[config.mk]
export PLATFORM = sky130hd
export DESIGN_NAME = wwd_core
export DESIGN_NICKNAME = d
export VERILOG_FILES = /design/src/wwd_pkg.sv /design/src/wwd_opt_if.sv /design/src/wwd_core.sv /design/src/wwd_opt_classifier.sv
export VERILOG_INCLUDE_DIRS = /design/src
export SDC_FILE = /design/constraint.sdc
export NUM_CORES = 1
export LEC_CHECK = 0
export ABC_CLOCK_PERIOD_IN_PS = 5400
export BUFFER_PORTS_ARGS = -buffer_cell sky130_fd_sc_hd__buf_2
export CORE_AREA = 8 8 135 137
export CTS_CLUSTER_SIZE = 20
export DETAILED_ROUTE_END_ITERATION = 7
export DIE_AREA = 0 0 143 145
export PLACE_DENSITY = 0.75
export SLEW_MARGIN = 20
export SYNTH_ARGS = -nofsm -noshare
export SYNTH_HDL_FRONTEND = slang
export SYNTH_SLANG_ARGS = --single-unit
[constraint.sdc]
create_clock -name clk -period 5.4 [get_ports clk]
set_clock_uncertainty 0.15 [all_clocks]
set_input_delay 0.27 -clock clk [delete_from_list [all_inputs] [get_ports clk]]
set_output_delay 0.27 -clock clk [all_outputs]
set_load 0.01 [all_outputs]
[src/wwd_defines.svh]
// timing constants, pin encodings and counts for the window watchdog
`ifndef WWD_DEFINES_SVH
`define WWD_DEFINES_SVH

// ----------------------------------------------------------------------
// clock
// ----------------------------------------------------------------------
`define WWD_CLK_PERIOD_NS 100

// ----------------------------------------------------------------------
// times in their own units
// ----------------------------------------------------------------------
`define WWD_EVAL_US 381
`define WWD_SETTLE_US 150
`define WWD_SEL_SPACING_US 500
`define WWD_TRST_OPEN_US 200000
`define WWD_TRST_PULLUP_US 10000
`define WWD_WDL_OPEN_00_US 22500
`define WWD_WDL_OPEN_01_US 1850
`define WWD_WDL_OPEN_11_US 800000
`define WWD_WDU_OPEN_00_US 55000
`define WWD_WDU_OPEN_01_US 27500
`define WWD_WDU_OPEN_11_US 1600000
`define WWD_WDL_PULLUP_00_US 9000
`define WWD_WDL_PULLUP_01_US 9000
`define WWD_WDL_PULLUP_11_US 1850
`define WWD_WDU_PULLUP_00_US 109000
`define WWD_WDU_PULLUP_01_US 195000
`define WWD_WDU_PULLUP_11_US 11000

// ----------------------------------------------------------------------
// cycle counts derived from the times
// ----------------------------------------------------------------------
`define WWD_US2CYC(t) (((t) * 1000) / `WWD_CLK_PERIOD_NS)
`define WWD_EVAL_CYC `WWD_US2CYC(`WWD_EVAL_US)
`define WWD_SETTLE_CYC `WWD_US2CYC(`WWD_SETTLE_US)
`define WWD_SEL_SPACING_CYC `WWD_US2CYC(`WWD_SEL_SPACING_US)
`define WWD_DISCH_CYC (`WWD_EVAL_CYC / 2)
`define WWD_PU_SAMPLE_CYC 4
`define WWD_CAP_SCALE 64

// ----------------------------------------------------------------------
// select encodings {ratio_select_a, ratio_select_b}
// ----------------------------------------------------------------------
`define WWD_SEL_OFF 2'h2
`define WWD_SEL_R1_8 2'h0
`define WWD_SEL_R3_4 2'h1
`define WWD_SEL_R1_2 2'h3

`endif

[src/wwd_pkg.sv]
// types shared by the window watchdog modules
package wwd_pkg;
    // outcome of an option pin evaluation
    typedef enum logic [1:0] {
        WWD_OPT_OPEN,
        WWD_OPT_PULLUP,
        WWD_OPT_CAP
    } wwd_opt_class_t;

    // main sequencer states
    typedef enum logic [2:0] {
        WWD_S_EVAL,
        WWD_S_STARTUP,
        WWD_S_SETTLE,
        WWD_S_FIRST,
        WWD_S_WINDOW,
        WWD_S_FAULT,
        WWD_S_DISABLED,
        WWD_S_HOLDOFF
    } wwd_state_t;
endpackage : wwd_pkg
[src/wwd_opt_if.sv]
// result of one option pin evaluation, classifier to core
`timescale 1ns/10ps
interface wwd_opt_if;
    import wwd_pkg::*;
    logic done;
    wwd_opt_class_t opt_class;
    logic [15:0] charge_cnt;
    modport classifier (output done, output opt_class, output charge_cnt);
    modport core (input done, input opt_class, input charge_cnt);
endinterface : wwd_opt_if

[src/wwd_core.sv]
// window watchdog sequencer: power-up, enable, window checks, fault output
`timescale 1ns/10ps
`include "wwd_defines.svh"
// Contract
// classify reset-delay pin at power-up, 381us
// classify window-timing pin at power-up, 381us
// enable or disable acts immediately
// ratio change waits for fault or reset
// ignore kick 150us after enabling
// capacitor delay: disable releases fault, reenable waits
// fixed delay: reenable follows normal enable
// four modes: off, 1:8, 3:4, 1:2
// a high, b low disables
// disabled: output high, kicks ignored
// host spaces select changes 500us apart
// only kick falling edges count
// host kicks first before upper bound
// host kicks later inside the window
// early or missing kick drives fault low
// fault suspends watchdog, ignores kicks
// fault held low full reset delay
// codes 00 eighth, 11 half, 01 three quarters
// power-up waits one reset delay first
// late first kick asserts fault
// all periods from counters on one clock
// kick and selects synchronised before use
module wwd_core
    import wwd_pkg::*;
#(
    parameter logic [31:0] TRST_OPEN_CYC = `WWD_US2CYC(`WWD_TRST_OPEN_US),
    parameter logic [31:0] TRST_PULLUP_CYC = `WWD_US2CYC(`WWD_TRST_PULLUP_US),
    parameter logic [31:0] WDL_OPEN_00 = `WWD_US2CYC(`WWD_WDL_OPEN_00_US),
    parameter logic [31:0] WDL_OPEN_01 = `WWD_US2CYC(`WWD_WDL_OPEN_01_US),
    parameter logic [31:0] WDL_OPEN_11 = `WWD_US2CYC(`WWD_WDL_OPEN_11_US),
    parameter logic [31:0] WDU_OPEN_00 = `WWD_US2CYC(`WWD_WDU_OPEN_00_US),
    parameter logic [31:0] WDU_OPEN_01 = `WWD_US2CYC(`WWD_WDU_OPEN_01_US),
    parameter logic [31:0] WDU_OPEN_11 = `WWD_US2CYC(`WWD_WDU_OPEN_11_US),
    parameter logic [31:0] WDL_PU_00 = `WWD_US2CYC(`WWD_WDL_PULLUP_00_US),
    parameter logic [31:0] WDL_PU_01 = `WWD_US2CYC(`WWD_WDL_PULLUP_01_US),
    parameter logic [31:0] WDL_PU_11 = `WWD_US2CYC(`WWD_WDL_PULLUP_11_US),
    parameter logic [31:0] WDU_PU_00 = `WWD_US2CYC(`WWD_WDU_PULLUP_00_US),
    parameter logic [31:0] WDU_PU_01 = `WWD_US2CYC(`WWD_WDU_PULLUP_01_US),
    parameter logic [31:0] WDU_PU_11 = `WWD_US2CYC(`WWD_WDU_PULLUP_11_US)
)
(
    input wire logic clk,
    input wire logic rst_n,
    input wire logic kick_input,
    input wire logic ratio_select_a,
    input wire logic ratio_select_b,
    input wire logic reset_delay_option_pin_in,
    output logic reset_delay_option_pin_out,
    output logic reset_delay_option_pin_oe,
    input wire logic window_timing_option_pin_in,
    output logic window_timing_option_pin_out,
    output logic window_timing_option_pin_oe,
    output logic fault_output_n
);
    localparam logic [31:0] SETTLE_CYC = 32'(`WWD_SETTLE_CYC);

    // ------------------------------------------------------------------
    // helpers
    // ------------------------------------------------------------------
    // lower bound as a fraction of the upper one
    function automatic logic [31:0] wwd_ratio_lower(logic [31:0] upper,
                                                    logic [1:0] code);
        case (code)
            `WWD_SEL_R1_8: wwd_ratio_lower = upper >> 3;
            `WWD_SEL_R3_4: wwd_ratio_lower = upper - (upper >> 2);
            default: wwd_ratio_lower = upper >> 1;
        endcase
    endfunction : wwd_ratio_lower

    // factory value by latched code
    function automatic logic [31:0] wwd_pick(logic [1:0] code,
        logic [31:0] v00, logic [31:0] v01, logic [31:0] v11);
        case (code)
            `WWD_SEL_R1_8: wwd_pick = v00;
            `WWD_SEL_R3_4: wwd_pick = v01;
            default: wwd_pick = v11;
        endcase
    endfunction : wwd_pick

    wwd_opt_if rst_opt ();
    wwd_opt_if win_opt ();

    // ------------------------------------------------------------------
    // option pin evaluation at power-up
    // ------------------------------------------------------------------
    wwd_opt_classifier u_rst_opt (
        .clk(clk),
        .rst_n(rst_n),
        .pin_in(reset_delay_option_pin_in),
        .pin_out(reset_delay_option_pin_out),
        .pin_oe(reset_delay_option_pin_oe),
        .res(rst_opt)
    );
    wwd_opt_classifier u_win_opt (
        .clk(clk),
        .rst_n(rst_n),
        .pin_in(window_timing_option_pin_in),
        .pin_out(window_timing_option_pin_out),
        .pin_oe(window_timing_option_pin_oe),
        .res(win_opt)
    );

    // ------------------------------------------------------------------
    // input synchronisers
    // ------------------------------------------------------------------
    logic k_s1_reg, k_s2_reg, k_s3_reg;
    logic [1:0] sel_s1_reg, sel_s2_reg;
    logic kick_fall, wd_off;

    // a third kick stage gives a clean edge without touching stage one
    always_ff @(posedge clk)
    begin
        if (!rst_n)
        begin
            k_s1_reg <= 1'b0;
            k_s2_reg <= 1'b0;
            k_s3_reg <= 1'b0;
            sel_s1_reg <= 2'h0;
            sel_s2_reg <= 2'h0;
        end
        else
        begin
            k_s1_reg <= kick_input;
            k_s2_reg <= k_s1_reg;
            k_s3_reg <= k_s2_reg;
            sel_s1_reg <= {ratio_select_a, ratio_select_b};
            sel_s2_reg <= sel_s1_reg;
        end
    end

    assign kick_fall = k_s3_reg & ~k_s2_reg;
    assign wd_off = (sel_s2_reg == `WWD_SEL_OFF);

    // ------------------------------------------------------------------
    // periods for the classified options and latched code
    // ------------------------------------------------------------------
    logic [1:0] code_reg, code_next;
    logic [31:0] rst_delay, upper, lower;

    always_comb
    begin
        case (rst_opt.opt_class)
            WWD_OPT_PULLUP: rst_delay = TRST_PULLUP_CYC;
            WWD_OPT_CAP: rst_delay = 32'(rst_opt.charge_cnt) * `WWD_CAP_SCALE;
            default: rst_delay = TRST_OPEN_CYC;
        endcase
        case (win_opt.opt_class)
            WWD_OPT_PULLUP:
            begin
                upper = wwd_pick(code_reg, WDU_PU_00, WDU_PU_01, WDU_PU_11);
                lower = wwd_pick(code_reg, WDL_PU_00, WDL_PU_01, WDL_PU_11);
            end
            WWD_OPT_CAP:
            begin
                upper = 32'(win_opt.charge_cnt) * `WWD_CAP_SCALE;
                lower = wwd_ratio_lower(upper, code_reg);
            end
            default:
            begin
                upper = wwd_pick(code_reg, WDU_OPEN_00, WDU_OPEN_01,
                                 WDU_OPEN_11);
                lower = wwd_pick(code_reg, WDL_OPEN_00, WDL_OPEN_01,
                                 WDL_OPEN_11);
            end
        endcase
    end

    // ------------------------------------------------------------------
    // sequencer
    // ------------------------------------------------------------------
    wwd_state_t state_reg, state_next;
    logic [31:0] cnt_reg, cnt_next;
    logic hold_reg, hold_next;
    logic fault_n_reg, fault_n_next;
    logic cnt_end_rst, cnt_end_up;

    // counters run on the one clock; terminal counts chosen above
    assign cnt_end_rst = (cnt_reg >= rst_delay - 32'h1);
    assign cnt_end_up = (cnt_reg >= upper - 32'h1);

    always_comb
    begin
        state_next = state_reg;
        cnt_next = cnt_reg + 32'h1;
        code_next = code_reg;
        hold_next = hold_reg;
        case (state_reg)
            WWD_S_EVAL:
            begin
                cnt_next = 32'h0;
                if (rst_opt.done && win_opt.done)
                begin
                    code_next = sel_s2_reg;
                    state_next = WWD_S_STARTUP;
                end
            end
            WWD_S_STARTUP:
            begin
                // inactive for one reset delay after power-up
                if (cnt_end_rst)
                begin
                    cnt_next = 32'h0;
                    state_next = wd_off ? WWD_S_DISABLED : WWD_S_SETTLE;
                end
            end
            WWD_S_DISABLED:
            begin
                cnt_next = 32'h0;
                if (!wd_off)
                begin
                    code_next = sel_s2_reg;
                    // capacitor delay owes a full period after a disable in fault, fixed does not
                    state_next = hold_reg ? WWD_S_HOLDOFF
                                          : WWD_S_SETTLE;
                    hold_next = 1'b0;
                end
            end
            WWD_S_HOLDOFF:
            begin
                if (cnt_end_rst)
                begin
                    cnt_next = 32'h0;
                    state_next = WWD_S_SETTLE;
                end
            end
            WWD_S_SETTLE:
            begin
                // kicks ignored while the enable settles
                if (cnt_reg >= SETTLE_CYC - 32'h1)
                begin
                    cnt_next = 32'h0;
                    state_next = WWD_S_FIRST;
                end
            end
            WWD_S_FIRST:
            begin
                // first kick: no lower bound applies
                if (kick_fall)
                begin
                    cnt_next = 32'h0;
                    state_next = WWD_S_WINDOW;
                end
                else if (cnt_end_up)
                begin
                    cnt_next = 32'h0;
                    state_next = WWD_S_FAULT;
                end
            end
            WWD_S_WINDOW:
            begin
                if (kick_fall)
                begin
                    cnt_next = 32'h0;
                    if (cnt_reg < lower)
                        state_next = WWD_S_FAULT;
                end
                else if (cnt_end_up)
                begin
                    cnt_next = 32'h0;
                    state_next = WWD_S_FAULT;
                end
            end
            WWD_S_FAULT:
            begin
                // kicks are not looked at here at all
                if (cnt_end_rst)
                begin
                    cnt_next = 32'h0;
                    code_next = sel_s2_reg;
                    state_next = WWD_S_FIRST;
                end
            end
            default:
            begin
                cnt_next = 32'h0;
                state_next = WWD_S_EVAL;
            end
        endcase
        // disabling overrides everything once power-up is through
        if (wd_off && state_reg != WWD_S_EVAL
            && state_reg != WWD_S_STARTUP)
        begin
            if (state_reg == WWD_S_FAULT)
                hold_next = (rst_opt.opt_class == WWD_OPT_CAP);
            state_next = WWD_S_DISABLED;
            cnt_next = 32'h0;
        end
        fault_n_next = (state_next != WWD_S_FAULT);
    end

    always_ff @(posedge clk)
    begin
        if (!rst_n)
        begin
            state_reg <= WWD_S_EVAL;
            cnt_reg <= 32'h0;
            code_reg <= 2'h0;
            hold_reg <= 1'b0;
            fault_n_reg <= 1'b1;
        end
        else
        begin
            state_reg <= state_next;
            cnt_reg <= cnt_next;
            code_reg <= code_next;
            hold_reg <= hold_next;
            fault_n_reg <= fault_n_next;
        end
    end

    assign fault_output_n = fault_n_reg;
endmodule : wwd_core

[src/wwd_opt_classifier.sv]
// classifies one option pin as open, pulled up or capacitor loaded
`timescale 1ns/10ps
`include "wwd_defines.svh"
module wwd_opt_classifier
    import wwd_pkg::*;
(
    input wire logic clk,
    input wire logic rst_n,
    input wire logic pin_in,
    output logic pin_out,
    output logic pin_oe,
    wwd_opt_if.classifier res
);
    localparam logic [11:0] EVAL_LAST = 12'(`WWD_EVAL_CYC - 1);
    localparam logic [11:0] DISCH = 12'(`WWD_DISCH_CYC);
    localparam logic [11:0] PU_AT = 12'(`WWD_DISCH_CYC + `WWD_PU_SAMPLE_CYC);

    logic pin_s1_reg, pin_s2_reg;
    logic [11:0] cnt_reg, cnt_next;
    logic done_reg, done_next;
    logic oe_reg, oe_next;
    wwd_opt_class_t class_reg, class_next;
    logic [15:0] charge_reg, charge_next;

    // ------------------------------------------------------------------
    // pin synchroniser
    // ------------------------------------------------------------------
    always_ff @(posedge clk)
    begin
        if (!rst_n)
        begin
            pin_s1_reg <= 1'b0;
            pin_s2_reg <= 1'b0;
        end
        else
        begin
            pin_s1_reg <= pin_in;
            pin_s2_reg <= pin_s1_reg;
        end
    end

    // ------------------------------------------------------------------
    // evaluation sequence: discharge, release, watch the pin climb
    // ------------------------------------------------------------------
    always_comb
    begin
        cnt_next = cnt_reg;
        done_next = done_reg;
        class_next = class_reg;
        charge_next = charge_reg;
        oe_next = 1'b0;
        if (!done_reg)
        begin
            cnt_next = cnt_reg + 12'h001;
            oe_next = (cnt_next < DISCH);
            // a pin already high just after release is a pull-up
            if (cnt_reg == PU_AT && pin_s2_reg)
                class_next = WWD_OPT_PULLUP;
            // a later rise means a capacitor charged up
            else if (cnt_reg > PU_AT && pin_s2_reg
                     && class_reg == WWD_OPT_OPEN)
            begin
                class_next = WWD_OPT_CAP;
                charge_next = 16'(cnt_reg - DISCH);
            end
            if (cnt_reg == EVAL_LAST)
            begin
                done_next = 1'b1;
                oe_next = 1'b0;
            end
        end
    end

    always_ff @(posedge clk)
    begin
        if (!rst_n)
        begin
            cnt_reg <= 12'h000;
            done_reg <= 1'b0;
            class_reg <= WWD_OPT_OPEN;
            charge_reg <= 16'h0000;
            oe_reg <= 1'b1;
        end
        else
        begin
            cnt_reg <= cnt_next;
            done_reg <= done_next;
            class_reg <= class_next;
            charge_reg <= charge_next;
            oe_reg <= oe_next;
        end
    end

    // only ever pulls the pin low; released once the discharge phase ends
    assign pin_out = 1'b0;
    assign pin_oe = oe_reg;
    assign res.done = done_reg;
    assign res.opt_class = class_reg;
    assign res.charge_cnt = charge_reg;
endmodule : wwd_opt_classifier

After elaboration in Yosys (flattened, before gate mapping). Cells that the tools add are included.

Add/sub/neg operators: 8. Reduce and logical (&&, ||, !) cells: 27. Order comparisons: 8. Equality and inequality tests: 22. Bitwise operators: 7. Mux-type cells: 47.

Operators by type and width (number): $pmux W32 S2 (3); $mux W32 (4); $pmux W32 S4 (1); $ge A32 B32 Y1 (2); $sub A32 B1 Y32 const B (2); $pmux W24 S2 (1); $pmux W23 S2 (1); $pmux W22 S2 (1); $pmux W21 S2 (1); $mux W3 (13); $add A32 B1 Y32 const B (1); $ge A32 B11 Y1 const B (1); $lt A32 B32 Y1 (1); $sub A12 B11 Y13 const B (2); $add A12 B1 Y12 const B (2); $eq A12 B11 Y1 const B (2); $eq A12 B12 Y1 const B (2); $gt A12 B11 Y1 const B (2); $lt A12 B11 Y1 const B (2); $pmux W3 S8 (1); $sub A22 B20 Y23 (1); $mux W17 (1); $mux W2 (7); $eq A3 B3 Y1 const B (4); 21 further kinds (61).

Bits of input ports: 7. Output and inout bits: 5. Logic and storage cells: 143. Bits in registers: 114.

Longest topological paths before layout. Gate-level depths: netlist (run 1).

Depth after elaboration: 10. Depth in mapped cells: 25. Gate-level depth less buffers: 22.

Cells and area by module. Synthesis (run 1) repeated with hierarchy kept, for this count alone.

Cell total of the unflattened synthesis: 1274. Area total of the unflattened synthesis: 10090.9 µm².

Modules (own cells, without submodules): wwd_core (area an instance 6757.7 µm², seq. area each 920.9 µm², cells an instance 884, times used 1); wwd_opt_classifier at u_rst_opt (area an instance 1671.6 µm², seq. area each 620.6 µm², cells an instance 194, times used 1); wwd_opt_classifier at u_win_opt (area an instance 1661.6 µm², seq. area each 620.6 µm², cells an instance 196, times used 1).

Worst setup path before layout (run 1). OpenSTA, ideal clock, no wires.

Path kind: register to register. From: register u_rst_opt.class_reg[0] (netlist: u_rst_opt.res.opt_class[0]). To: register fault_n_reg (netlist: fault_output_n). Arrival: 4.243 ns. Slack: 0.880 ns. Clock period less this slack: 4.520 ns. Path buffers: 4. Stages on the path, launching flop included: 22. Data required time: 5.123 ns. Setup time: 0.127 ns. Cells stage by stage: dfxtp_1 > inv_1 > ha_1 > clkbuf_1 > clkbuf_1 > clkbuf_1 > nand2_1 > ha_1 > and4_1 > clkbuf_1 > nand4_1 > o21ai_0 > nor2_1 > nor2_1 > ha_1 > a22o_2 > or4_1 > nor4_2 > o21ai_2 > a221oi_2 > a31oi_1 > or3b_1.

Longest elaborated chain between the ends: 8. Elaborated cells on any way between the ends: 11. Those cells by class: add/sub (1); order compare (1); eq/ne (3); mux (6).

RTL lines: start: declaration (line wwd_opt_classifier.sv:22) `wwd_opt_class_t class_reg, class_next;`; start signal: assignment (line wwd_opt_classifier.sv:88) `class_reg <= class_next;`; $eq A2 B2 Y1 / $eq A2 B1 Y1 (equally long branches) (line wwd_core.sv:146) `case (rst_opt.opt_class)`; $pmux W22 S2 * (line wwd_core.sv:146); $sub A32 B1 Y32 * (line wwd_core.sv:182) `assign cnt_end_rst = (cnt_reg >= rst_delay - 32'h1);`; $ge A32 B32 Y1 * (line wwd_core.sv:182); $mux W3 (on tied branches) (line wwd_core.sv:270, wwd_core.sv:204, wwd_core.sv:224); $pmux W3 S8 * (line wwd_core.sv:191) `case (state_reg)`; $mux W3 * (line wwd_core.sv:284) `if (wd_off && state_reg != WWD_S_EVAL`; $ne A3 B3 Y1 * (line wwd_core.sv:292) `fault_n_next = (state_next != WWD_S_FAULT);`; end signal: assignment (line wwd_core.sv:311) `fault_n_reg <= fault_n_next;`; end: declaration (line wwd_core.sv:178) `logic fault_n_reg, fault_n_next;`.

Mark *: on every way between the ends. The rest lies on a longest branch, timed or not. A chain may end at the register's enable or synchronous reset.

Worst setup path in the final report (run 1).
From: register u_win_opt.class_reg[0] (netlist: u_win_opt.res.opt_class[0]). To: register cnt_reg[31].

Longest elaborated chain between the ends: 7. Elaborated cells on any way between the ends: 8. Those cells by class: add/sub (1); order compare (1); eq/ne (2); mux (4).

RTL lines: start: declaration (line wwd_opt_classifier.sv:22); start signal: assignment (line wwd_opt_classifier.sv:88); $eq A2 B2 Y1 / $eq A2 B1 Y1 (equally long branches) (line wwd_core.sv:151) `case (win_opt.opt_class)`; $pmux W32 S2 * (line wwd_core.sv:151); $sub A32 B1 Y32 * (line wwd_core.sv:183) `assign cnt_end_up = (cnt_reg >= upper - 32'h1);`; $ge A32 B32 Y1 * (line wwd_core.sv:183); $mux W32 * (line wwd_core.sv:247, wwd_core.sv:261); $mux W32 * (line wwd_core.sv:242) `if (kick_fall)`; $pmux W32 S4 * (line wwd_core.sv:191); end signal: assignment (line wwd_core.sv:308) `cnt_reg <= cnt_next;`; end: declaration (line wwd_core.sv:176) `logic [31:0] cnt_reg, cnt_next;`.

Marked as above.

==> results of run 1 <==
[stage by stage]
stage               cells  utilization  setup WS (ps)  instance area, um2
floorplan            1239            -          879.7                9472
global placement     1417       0.5937          694.6                9600
detailed placement   1417       0.5937          579.6                9600
CTS                  1438       0.6166          562.2                9972
global route         1438       0.6166          87.11                9972
finish               1438       0.6166          502.6                9972
[critical path: cells and delay by family, from the launching register on]
kind	cells	cell delay, ps
AND/OR/NAND/NOR	10	2110
AO/OA/AOI/OAI	5	930
buffers and inverters	3	620
adder cells (fa/ha/maj)	2	600
flip-flops	1	360
[layout make-up]
cell class / count / area, um2
Multi-Input combinational cell: 1022 / 6859
Fill cell: 1471 / 6200
Sequential cell: 108 / 2162
Tap cell: 220 / 275.3
Clock buffer: 9 / 225.2
Timing Repair Buffer: 25 / 177.7
Inverter: 47 / 176.4
Clock inverter: 7 / 96.34
[routing by layer]
layer  part of all wire  vias to the layer above  GRT usage
met5                  0                        -          0
met4              0.018                        0    0.06007
met3              0.055                       35    0.03215
met2               0.45                      236     0.3619
met1               0.47                     3994     0.3044
li1                   -                     4390          -
[how the worst max path moves through the flow]
| stage | from | endpoint | cells after the start |
|---|---|---|---|
| CTS | u_win_opt.res.opt_class[0]$_SDFFE_PN0P_ | cnt_reg[22]$_SDFF_PP0_ | 20 |
| detailed placement | u_win_opt.res.opt_class[0]$_SDFFE_PN0P_ | cnt_reg[31]$_SDFF_PP0_ | 20 |
| global placement | u_win_opt.res.opt_class[0]$_SDFFE_PN0P_ | cnt_reg[30]$_SDFF_PP0_ | 20 |
| finish | u_win_opt.res.opt_class[0]$_SDFFE_PN0P_ | cnt_reg[31]$_SDFF_PP0_ | 20 |
| floorplan | u_rst_opt.res.opt_class[0]$_SDFFE_PN0P_ | fault_output_n$_SDFF_PN1_ | 21 |
| global route | u_win_opt.res.opt_class[0]$_SDFFE_PN0P_ | cnt_reg[21]$_SDFF_PP0_ | 20 |
[layout by cell type, fill, tap and decap left out, types with 24 or more instances in the layout]
cell,Yosys,routed
nor3_1,29,29
nand3_1,44,44
xnor2_1,44,44
a21oi_1,84,84
inv_1,45,45
dfxtp_1,108,108
o21ai_0,66,66
nor2_1,155,155
xor2_1,50,50
ha_1,115,115
nand4_1,29,29
nand2_1,115,115
nor2b_1,24,24
[cell families (layout without fill, tap and decap cells)]
logic type      count (synthesis)  after routing  share of synthesized area
fa+ha+maj                     115            115                     0.1520
simple gates                  501            501                     0.2658
mux                            12             12                    0.01269
xor+xnor                       94             94                    0.08696
flops                         108            108                     0.2284
buf+inv                       109             88                    0.04876
other cells                     1              2                  0.0003961
compound gates                298            298                     0.2051
[timing repair]
item / CTS / global route
hold buffers: 5 / 0
hold endpoints to repair: 5 / 0
resized for setup: 0 / 0
[where the power goes]
part           internal [W]  switching, W
clock network      0.000374      0.000336
registers          0.000803     0.0000116
logic             0.0000226     0.0000294
==> flow_metrics.env, run 1 <==
export IMPL_nNetsFinal=1335
export IMPL_r2r_start="u_win_opt.res.opt_class[0]$_SDFFE_PN0P_"
export IMPL_hold_viol=0
export IMPL_holdPathStages=2
export IMPL_cts_tree="done"
export IMPL_fmax_ghz=0.2042
export IMPL_synth_cells=1238
export IMPL_numCtsBuffers=9
export IMPL_core_um2=16170
export IMPL_netlist_area_leader_share=0.2284
export IMPL_synthTopCellsByCount="nor2_1, ha_1, nand2_1"
export IMPL_drv_cap=0
export IMPL_numPortBuffers=9
export IMPL_async_flop_share=0
export IMPL_detail_route_antenna_nets=0
export IMPL_grt_pass1_wl_um=38970
export IMPL_yosys_warnings=0
export IMPL_diodes=0
export IMPL_path_clk_slew_ps=80
export IMPL_dpl_hpwl_um=17440
export IMPL_pin_count=12
export IMPL_path_class="flip-flop to flip-flop"
export IMPL_die_x_um=143
export IMPL_seq_area_frac_synth=0.2284
export IMPL_clk_insertion_delay_late_ps=360
export IMPL_yosys_area_top_type="dfxtp_1"
export IMPL_ys_flop_type="dfxtp_1"
export IMPL_power_total_w=0.001576
export IMPL_min_to="u_win_opt.pin_oe$_SDFF_PN1_"
export IMPL_tightestPinTransition_ps=1023
export IMPL_min_period_over_period=0.9069
export IMPL_yosysMostFrequentCell="nor2_1"
export IMPL_rsz0062_at_grt="no"
export IMPL_critPathMaxStageDelay_ps=380
export IMPL_whs_ps=92.44
export IMPL_drt_wl_total_um=22980
export IMPL_slowest_stage="nor4_1"
export IMPL_drive_gt1_frac=0.06240
export IMPL_cts_setup_buffers=0
export IMPL_slew_headroom=0.3182
export IMPL_wire_per_inst_um=15.98
export IMPL_htree_num_levels=3
export IMPL_synth_area_um2=9468
export IMPL_antenna_found_initial=0
export IMPL_place_congestion=0.9673
export IMPL_end_kind="flip-flop"
export IMPL_via_per_inst=6.019
export IMPL_cts_sinks=108
export IMPL_hp_class="input port to flip-flop"
export IMPL_status="completed"
export IMPL_start_util=0.5855
export IMPL_r2r_end="cnt_reg[31]$_SDFF_PP0_"
export IMPL_slew_violations=0
export IMPL_post_synth_cell_area_avg_um2=7.648
export IMPL_fin_crit_ps=4897
export IMPL_cts_root_buf="clkbuf_16"
export IMPL_crit_chain="inv_1, ha_1, buf_4, and2_1, a21oi_1, and3_1, nor3b_2, nand3_1, nor3_2, nand2_1, ha_1, nand2_1, nor4_1, a22oi_1, a32oi_1, a31oi_1, and2_1, o221ai_2, buf_4, nor2_1"
export IMPL_cp_required_ps=5490
export IMPL_synth_area_leaders="dfxtp_1, ha_1, nor2_1"
export IMPL_track_usage=0.2245
export IMPL_grt_pass1_vias=8043
export IMPL_crit_arrival_ps=4990
export IMPL_min_from="rst_n"
export IMPL_ir_drop_v=0.0002372
export IMPL_setup_violations=0
export IMPL_vias=8655
export IMPL_synth_edf_count=0
export IMPL_largest_reg_flops=32
export IMPL_die_area_um2=20740
export IMPL_ys_types=94
export IMPL_powerDensity_nw_per_um2=158.1
export IMPL_overflow=0
export IMPL_reg2reg_depth=20
export IMPL_synth_seq_cells=108
export IMPL_firstDrtPassIters=5
export IMPL_die_h_um=145
export IMPL_p_leak_nw=3.746
export IMPL_drc=0
export IMPL_area_delta_synth_final_pct=5.326
export IMPL_rows=47
export IMPL_reg2reg_slack_ps=500
export IMPL_start_kind="flip-flop"
export IMPL_drt_iter0_drc=568
export IMPL_grt_start_max_net_pins=35
export IMPL_crit_fanout=32
export IMPL_clockBufferDepth=2
export IMPL_fin_tns_setup_ps=0
No activity file was read; power rests on OpenSTA's default activity.
==> inputs of run 2 (changes only) <==
--- a/config.mk
+++ b/config.mk
@@ -12,6 +12,7 @@
 export CTS_CLUSTER_SIZE = 20
 export DETAILED_ROUTE_END_ITERATION = 7
 export DIE_AREA = 0 0 143 145
+export GPL_TIMING_DRIVEN = 0
 export PLACE_DENSITY = 0.75
 export SLEW_MARGIN = 20
 export SYNTH_ARGS = -nofsm -noshare
==> run 2 against run 1 <==
Maximum frequency down 2.9%. Utilization up 1.7 points. Die area unchanged. Largest cell class unchanged. Largest power group unchanged. Highest routed layer unchanged.
==> flow_metrics.env, run 2 (synthesized netlist as in run 1, its figures left out) <==
export IMPL_overflow=0
export IMPL_start_util=0.5855
export IMPL_track_usage=0.2411
export IMPL_rows=47
export IMPL_setup_violations=0
export IMPL_path_class="flip-flop to flip-flop"
export IMPL_min_period_over_period=0.9343
export IMPL_nNetsFinal=1387
export IMPL_diodes=0
export IMPL_hold_viol=0
export IMPL_die_area_um2=20740
export IMPL_via_per_inst=6.079
export IMPL_drive_gt1_frac=0.07008
export IMPL_slew_violations=0
export IMPL_slew_headroom=0.4955
export IMPL_r2r_start="u_rst_opt.res.opt_class[0]$_SDFFE_PN0P_"
export IMPL_die_h_um=145
export IMPL_clk_insertion_delay_late_ps=360
export IMPL_final_cells=1490
export IMPL_fin_crit_ps=5045
export IMPL_firstDrtPassIters=6
export IMPL_min_from="rst_n"
export IMPL_cts_tree="done"
export IMPL_reg2reg_slack_ps=350
export IMPL_core_um2=16170
export IMPL_clockBufferDepth=2
export IMPL_pin_count=12
export IMPL_detail_route_antenna_nets=0
export IMPL_ir_drop_v=0.0001816
export IMPL_htree_num_levels=3
export IMPL_die_x_um=143
export IMPL_antenna_found_initial=0
export IMPL_end_kind="flip-flop"
export IMPL_crit_fanout=10
export IMPL_final_cell_mix="nor2_1, nand2_1, ha_1"
export IMPL_dpl_cell_count=1468
export IMPL_numPortBuffers=9
export IMPL_cp_required_ps=5480
export IMPL_hp_class="input port to flip-flop"
export IMPL_drt_iter0_drc=914
export IMPL_fill_cells=1462
export IMPL_largest_reg_flops=32
export IMPL_dpl_hpwl_um=19020
export IMPL_reg2reg_depth=19
export IMPL_cts_sinks=108
export IMPL_fmax_ghz=0.1982
export IMPL_tightestPinTransition_ps=756.8
export IMPL_path_clk_slew_ps=80
export IMPL_min_to="k_s3_reg$_SDFF_PN0_"
export IMPL_vias=9057
export IMPL_crit_arrival_ps=5130
export IMPL_r2r_end="fault_output_n$_SDFF_PN1_"
export IMPL_area_delta_synth_final_pct=8.233
export IMPL_final_common_cell="nor2_1"
export IMPL_place_congestion=0.9696
export IMPL_grt_pass1_wl_um=41210
export IMPL_grt_pass1_vias=8339
export IMPL_drt_wl_total_um=25240
export IMPL_status="completed"
export IMPL_holdPathStages=2
export IMPL_rsz0062_at_grt="no"
export IMPL_dp_slack_ps=-184.0
export IMPL_powerDensity_nw_per_um2=158.3
export IMPL_drc=0
export IMPL_cts_root_buf="clkbuf_16"
export IMPL_start_kind="flip-flop"
export IMPL_power_total_w=0.001622
export IMPL_fin_ws_ps=354.6
export IMPL_wire_per_inst_um=16.94
export IMPL_numCtsBuffers=9
export IMPL_grt_start_max_net_pins=20
export IMPL_drv_cap=0
export IMPL_p_leak_nw=3.865
-- run 2: cell count changes in the layout (fill, tap and decap cells not counted), moves of 2 or more --
cell / previous run / this run
buf_4: 11 / 9
buf_6: 0 / 3
buf_1: 0 / 4
clkbuf_2: 0 / 2
buf_2: 9 / 15
clkbuf_1: 0 / 38
-- run 2: critical path: stages, from the launching register on --
cell and delay, ps:
dfxtp_1 340, inv_1 70, ha_1 200, clkbuf_1 200, clkbuf_2 240, clkbuf_2 240, nand2_1 110, ha_1 240
and4_1 400, and2_1 270, o21ai_0 150, ha_1 350, a21oi_2 140, o21ai_1 100, or4_1 490, nor4_2 270
o21ai_2 180, a221oi_2 290, a31oi_1 80, or3b_1 390
-- run 2: metal layers --
metal	GRT usage	up-vias	wire length, um
met3	0.03839	52	1697
met5	0	-	0
li1	-	4496	-
met1	0.3168	4186	11240
met4	0.08028	0	601
met2	0.3911	323	11700
-- run 2: metrics by stage --
stage,hold WS (ps),setup TNS (ps),util,area (um2)
after detailed placement,270.0,-3714,0.6055,9792
after CTS,84.73,0,0.6302,10190
after floorplan,241.7,0,-,9472
after global routing,108.5,0,0.6337,10250
final,103.0,0,0.6337,10250
after global placement,267.0,-1284,0.6055,9792
-- run 2: cell type report --
| cell class | instances | area (um2) | area share |
|---|---|---|---|
| flip-flops and latches | 108 | 2162 | 0.2110 |
| clock inverters | 6 | 105.1 | 0.01026 |
| multi-input cells | 1022 | 6888 | 0.6722 |
| plain buffers | 60 | 294.0 | 0.02869 |
| repair buffers | 17 | 117.6 | 0.01148 |
| clock buffers | 10 | 229.0 | 0.02234 |
| inverters | 47 | 176.4 | 0.01722 |
| well taps | 220 | 275.3 | 0.02686 |
-- run 2: timing repair --
| item | CTS | global route |
|---|---|---|
| setup buffers | 0 | 3 |
| pin swaps | 0 | 3 |
| hold buffers | 5 | 0 |
| resized for setup | 4 | 18 |
| endpoints found under the setup margin | 32 | 38 |
| endpoints found under the hold margin | 5 | 0 |
-- run 2: worst max-delay path by stage --
stage	start	end	slack, ps	depth (start not counted)
final	u_rst_opt.res.opt_class[0]$_SDFFE_PN0P_	fault_output_n$_SDFF_PN1_	350	19
after floorplan	u_rst_opt.res.opt_class[0]$_SDFFE_PN0P_	fault_output_n$_SDFF_PN1_	880	21
after detailed placement	u_win_opt.res.opt_class[0]$_SDFFE_PN0P_	cnt_reg[31]$_SDFF_PP0_	-180	22
after global placement	u_win_opt.res.opt_class[0]$_SDFFE_PN0P_	cnt_reg[29]$_SDFF_PP0_	-90	22
after global routing	u_rst_opt.res.opt_class[0]$_SDFFE_PN0P_	fault_output_n$_SDFF_PN1_	10	19
after CTS	u_rst_opt.res.opt_class[0]$_SDFFE_PN0P_	fault_output_n$_SDFF_PN1_	70	20
-- run 2: power breakdown --
group	internal (W)	leakage (nW)	switching, W
Clock	0.000418	0.162	0.000332
Combinational	0.0000249	2.83	0.0000360
Sequential	0.000803	0.873	0.00000790
==> inputs of run 3 (changes only) <==
--- a/config.mk
+++ b/config.mk
@@ -6,14 +6,11 @@
 export SDC_FILE = /design/constraint.sdc
 export NUM_CORES = 1
 export LEC_CHECK = 0
-export ABC_CLOCK_PERIOD_IN_PS = 5400
 export BUFFER_PORTS_ARGS = -buffer_cell sky130_fd_sc_hd__buf_2
-export CORE_AREA = 8 8 135 137
+export CORE_AREA = 8 8 147 149
 export CTS_CLUSTER_SIZE = 20
 export DETAILED_ROUTE_END_ITERATION = 7
-export DIE_AREA = 0 0 143 145
-export GPL_TIMING_DRIVEN = 0
-export PLACE_DENSITY = 0.75
+export DIE_AREA = 0 0 155 157
 export SLEW_MARGIN = 20
 export SYNTH_ARGS = -nofsm -noshare
 export SYNTH_HDL_FRONTEND = slang
==> run 3 against run 2 <==
Critical path depth up 3. First-iteration DRC count down 28%. Cell count down 0.20%. Die area up 17%. Setup slack better by 220 ps. Non-clock buffer count down 49. Worst hold slack better by 23 ps. Sequential power up 0.5%. Global-route usage down 3.7 points. Critical path type unchanged. Largest power group unchanged.
==> flow_metrics.env, run 3 (synthesized netlist as in run 1, its figures left out) <==
export IMPL_die_x_um=155
export IMPL_whs_ps=126.2
export IMPL_start_kind="flip-flop"
export IMPL_numPortBuffers=9
export IMPL_nNetsFinal=1338
export IMPL_powerDensity_nw_per_um2=161.0
export IMPL_end_kind="flip-flop"
export IMPL_crit_arrival_ps=4910
export IMPL_hp_class="input port to flip-flop"
export IMPL_antenna_found_initial=0
export IMPL_rsz0062_at_grt="no"
export IMPL_drt_wl_total_um=24340
export IMPL_p_int_w=0.001256
export IMPL_tightestPinTransition_ps=990.4
export IMPL_fin_crit_ps=4826
export IMPL_fin_tns_setup_ps=0
export IMPL_ir_drop_v=0.0001804
export IMPL_p_leak_nw=3.773
export IMPL_firstDrtPassIters=5
export IMPL_cp_required_ps=5480
export IMPL_overflow=0
export IMPL_die_h_um=157
export IMPL_pin_count=12
export IMPL_cts_sinks=108
export IMPL_path_class="flip-flop to flip-flop"
export IMPL_numCtsBuffers=9
export IMPL_cts_hold_buf=5
export IMPL_drc=0
export IMPL_detail_route_antenna_nets=0
export IMPL_dpl_hpwl_um=18840
export IMPL_power_total_w=0.001622
export IMPL_cts_setup_buffers=0
export IMPL_setup_violations=0
export IMPL_ctsResizeCount=0
export IMPL_clkPwrFrac=0.465
export IMPL_clk_insertion_delay_late_ps=360
export IMPL_fill_cells=1918
export IMPL_rows=51
export IMPL_drv_cap=0
export IMPL_register_area_um2=2162
export IMPL_slew_violations=0
export IMPL_cts_tree="done"
export IMPL_hold_viol=0
export IMPL_p_comb_frac=0.032
export IMPL_drive_gt1_frac=0.06470
export IMPL_vias=8518
export IMPL_core_um2=19210
export IMPL_area_delta_synth_final_pct=6.396
export IMPL_largest_reg_flops=32
export IMPL_slew_headroom=0.3397
export IMPL_path_clk_slew_ps=80
export IMPL_multi_input_area_um2=6859
export IMPL_final_cell_mix="nor2_1, nand2_1, ha_1"
export IMPL_crit_fanout=32
export IMPL_holdPathStages=2
export IMPL_clockBufferDepth=2
export IMPL_grt_start_max_net_pins=61
export IMPL_status="completed"
export IMPL_start_util=0.4929
export IMPL_die_area_um2=24340
export IMPL_wire_per_inst_um=16.37
export IMPL_reg2reg_depth=22
export IMPL_drt_iter0_drc=659
export IMPL_power_frac_seq=0.503
export IMPL_track_usage=0.2042
export IMPL_grt_pass1_vias=7977
export IMPL_htree_num_levels=3
export IMPL_min_period_over_period=0.8938
export IMPL_final_common_cell="nor2_1"
export IMPL_fmax_ghz=0.2072
export IMPL_grt_pass1_wl_um=40850
export IMPL_netSwitchingFraction=0.2255
export IMPL_final_core_util=0.5245
export IMPL_p_sw_w=0.0003657
export IMPL_cts_root_buf="clkbuf_16"
export IMPL_place_congestion=0.9075
export IMPL_via_per_inst=5.728
## run 3: changes by cell type in the layout (fill, tap and decap cells not counted), moves of 2 or more
| cell | change |
|---|---|
| inv_6 | -2 |
| clkbuf_2 | -2 |
| buf_6 | -3 |
| buf_4 | +5 |
| buf_2 | -6 |
| buf_1 | -4 |
| inv_8 | +2 |
| clkbuf_1 | -38 |
## run 3: cell type report
| type | count | area share |
|---|---|---|
| Multi-Input combinational cell | 1022 | 0.6809 |
| Timing Repair Buffer | 28 | 0.01987 |
| Clock inverter | 6 | 0.01019 |
| Antenna cell | 1 | 0.0002484 |
| Sequential cell | 108 | 0.2146 |
| Clock buffer | 10 | 0.02372 |
| Tap cell | 265 | 0.03292 |
| Inverter | 47 | 0.01751 |
## run 3: worst paths after layout
check,from,end,slack [ps]
setup / recovery,u_win_opt.res.opt_class[0]$_SDFFE_PN0P_,cnt_reg[4]$_SDFF_PP0_,570
hold / removal,rst_n,u_win_opt.pin_oe$_SDFF_PN1_,130
setup reg to reg,u_win_opt.res.opt_class[0]$_SDFFE_PN0P_,cnt_reg[4]$_SDFF_PP0_,570
hold reg to reg,sel_s1_reg[0]$_SDFF_PN0_,sel_s2_reg[0]$_SDFF_PN0_,290
## run 3: power groups by stage
| stage | clock (W) | combinational [W] | sequential (W) |
|---|---|---|---|
| global placement | 0 | 0.0000494 | 0.000834 |
| detailed placement | 0 | 0.0000497 | 0.000834 |
| global route | 0.000806 | 0.0000595 | 0.000817 |
| finish | 0.000755 | 0.0000521 | 0.000815 |
| floorplan | 0 | 0.0000419 | 0.000828 |
| CTS | 0.000781 | 0.0000527 | 0.000815 |
## run 3: metal layers
metal | up-vias | GRT usage | wire length, um
li1 | 4413 | - | -
met1 | 3909 | 0.2820 | 12210
met2 | 160 | 0.3248 | 10680
met3 | 36 | 0.02824 | 1010
met4 | 0 | 0.05786 | 433
met5 | - | 0 | 0
## run 3: critical path: stages, from the launching register on
cell	delay, ps
dfxtp_1	360
inv_1	70
ha_1	420
inv_1	140
buf_4	190
nand2_2	90
inv_2	70
a21oi_1	190
and3_1	190
nor3b_2	230
nand3_1	140
nor3_2	320
nand2_1	100
ha_1	310
nand2_1	70
nor4_1	390
a22oi_1	120
a32oi_1	210
a31oi_1	110
and2_1	230
o221ai_2	170
buf_4	360
nor2_1	90
## run 3: stage by stage
stage          instances  worst slack, ps  cell area, um2
2_1_floorplan       1239            879.7            9472
3_3_place_gp        1465            669.3            9679
3_5_place_dp        1465            596.5            9679
4_1_cts             1486            577.9           10070
5_1_grt             1486            110.3           10070
6_report            1487            573.7           10070
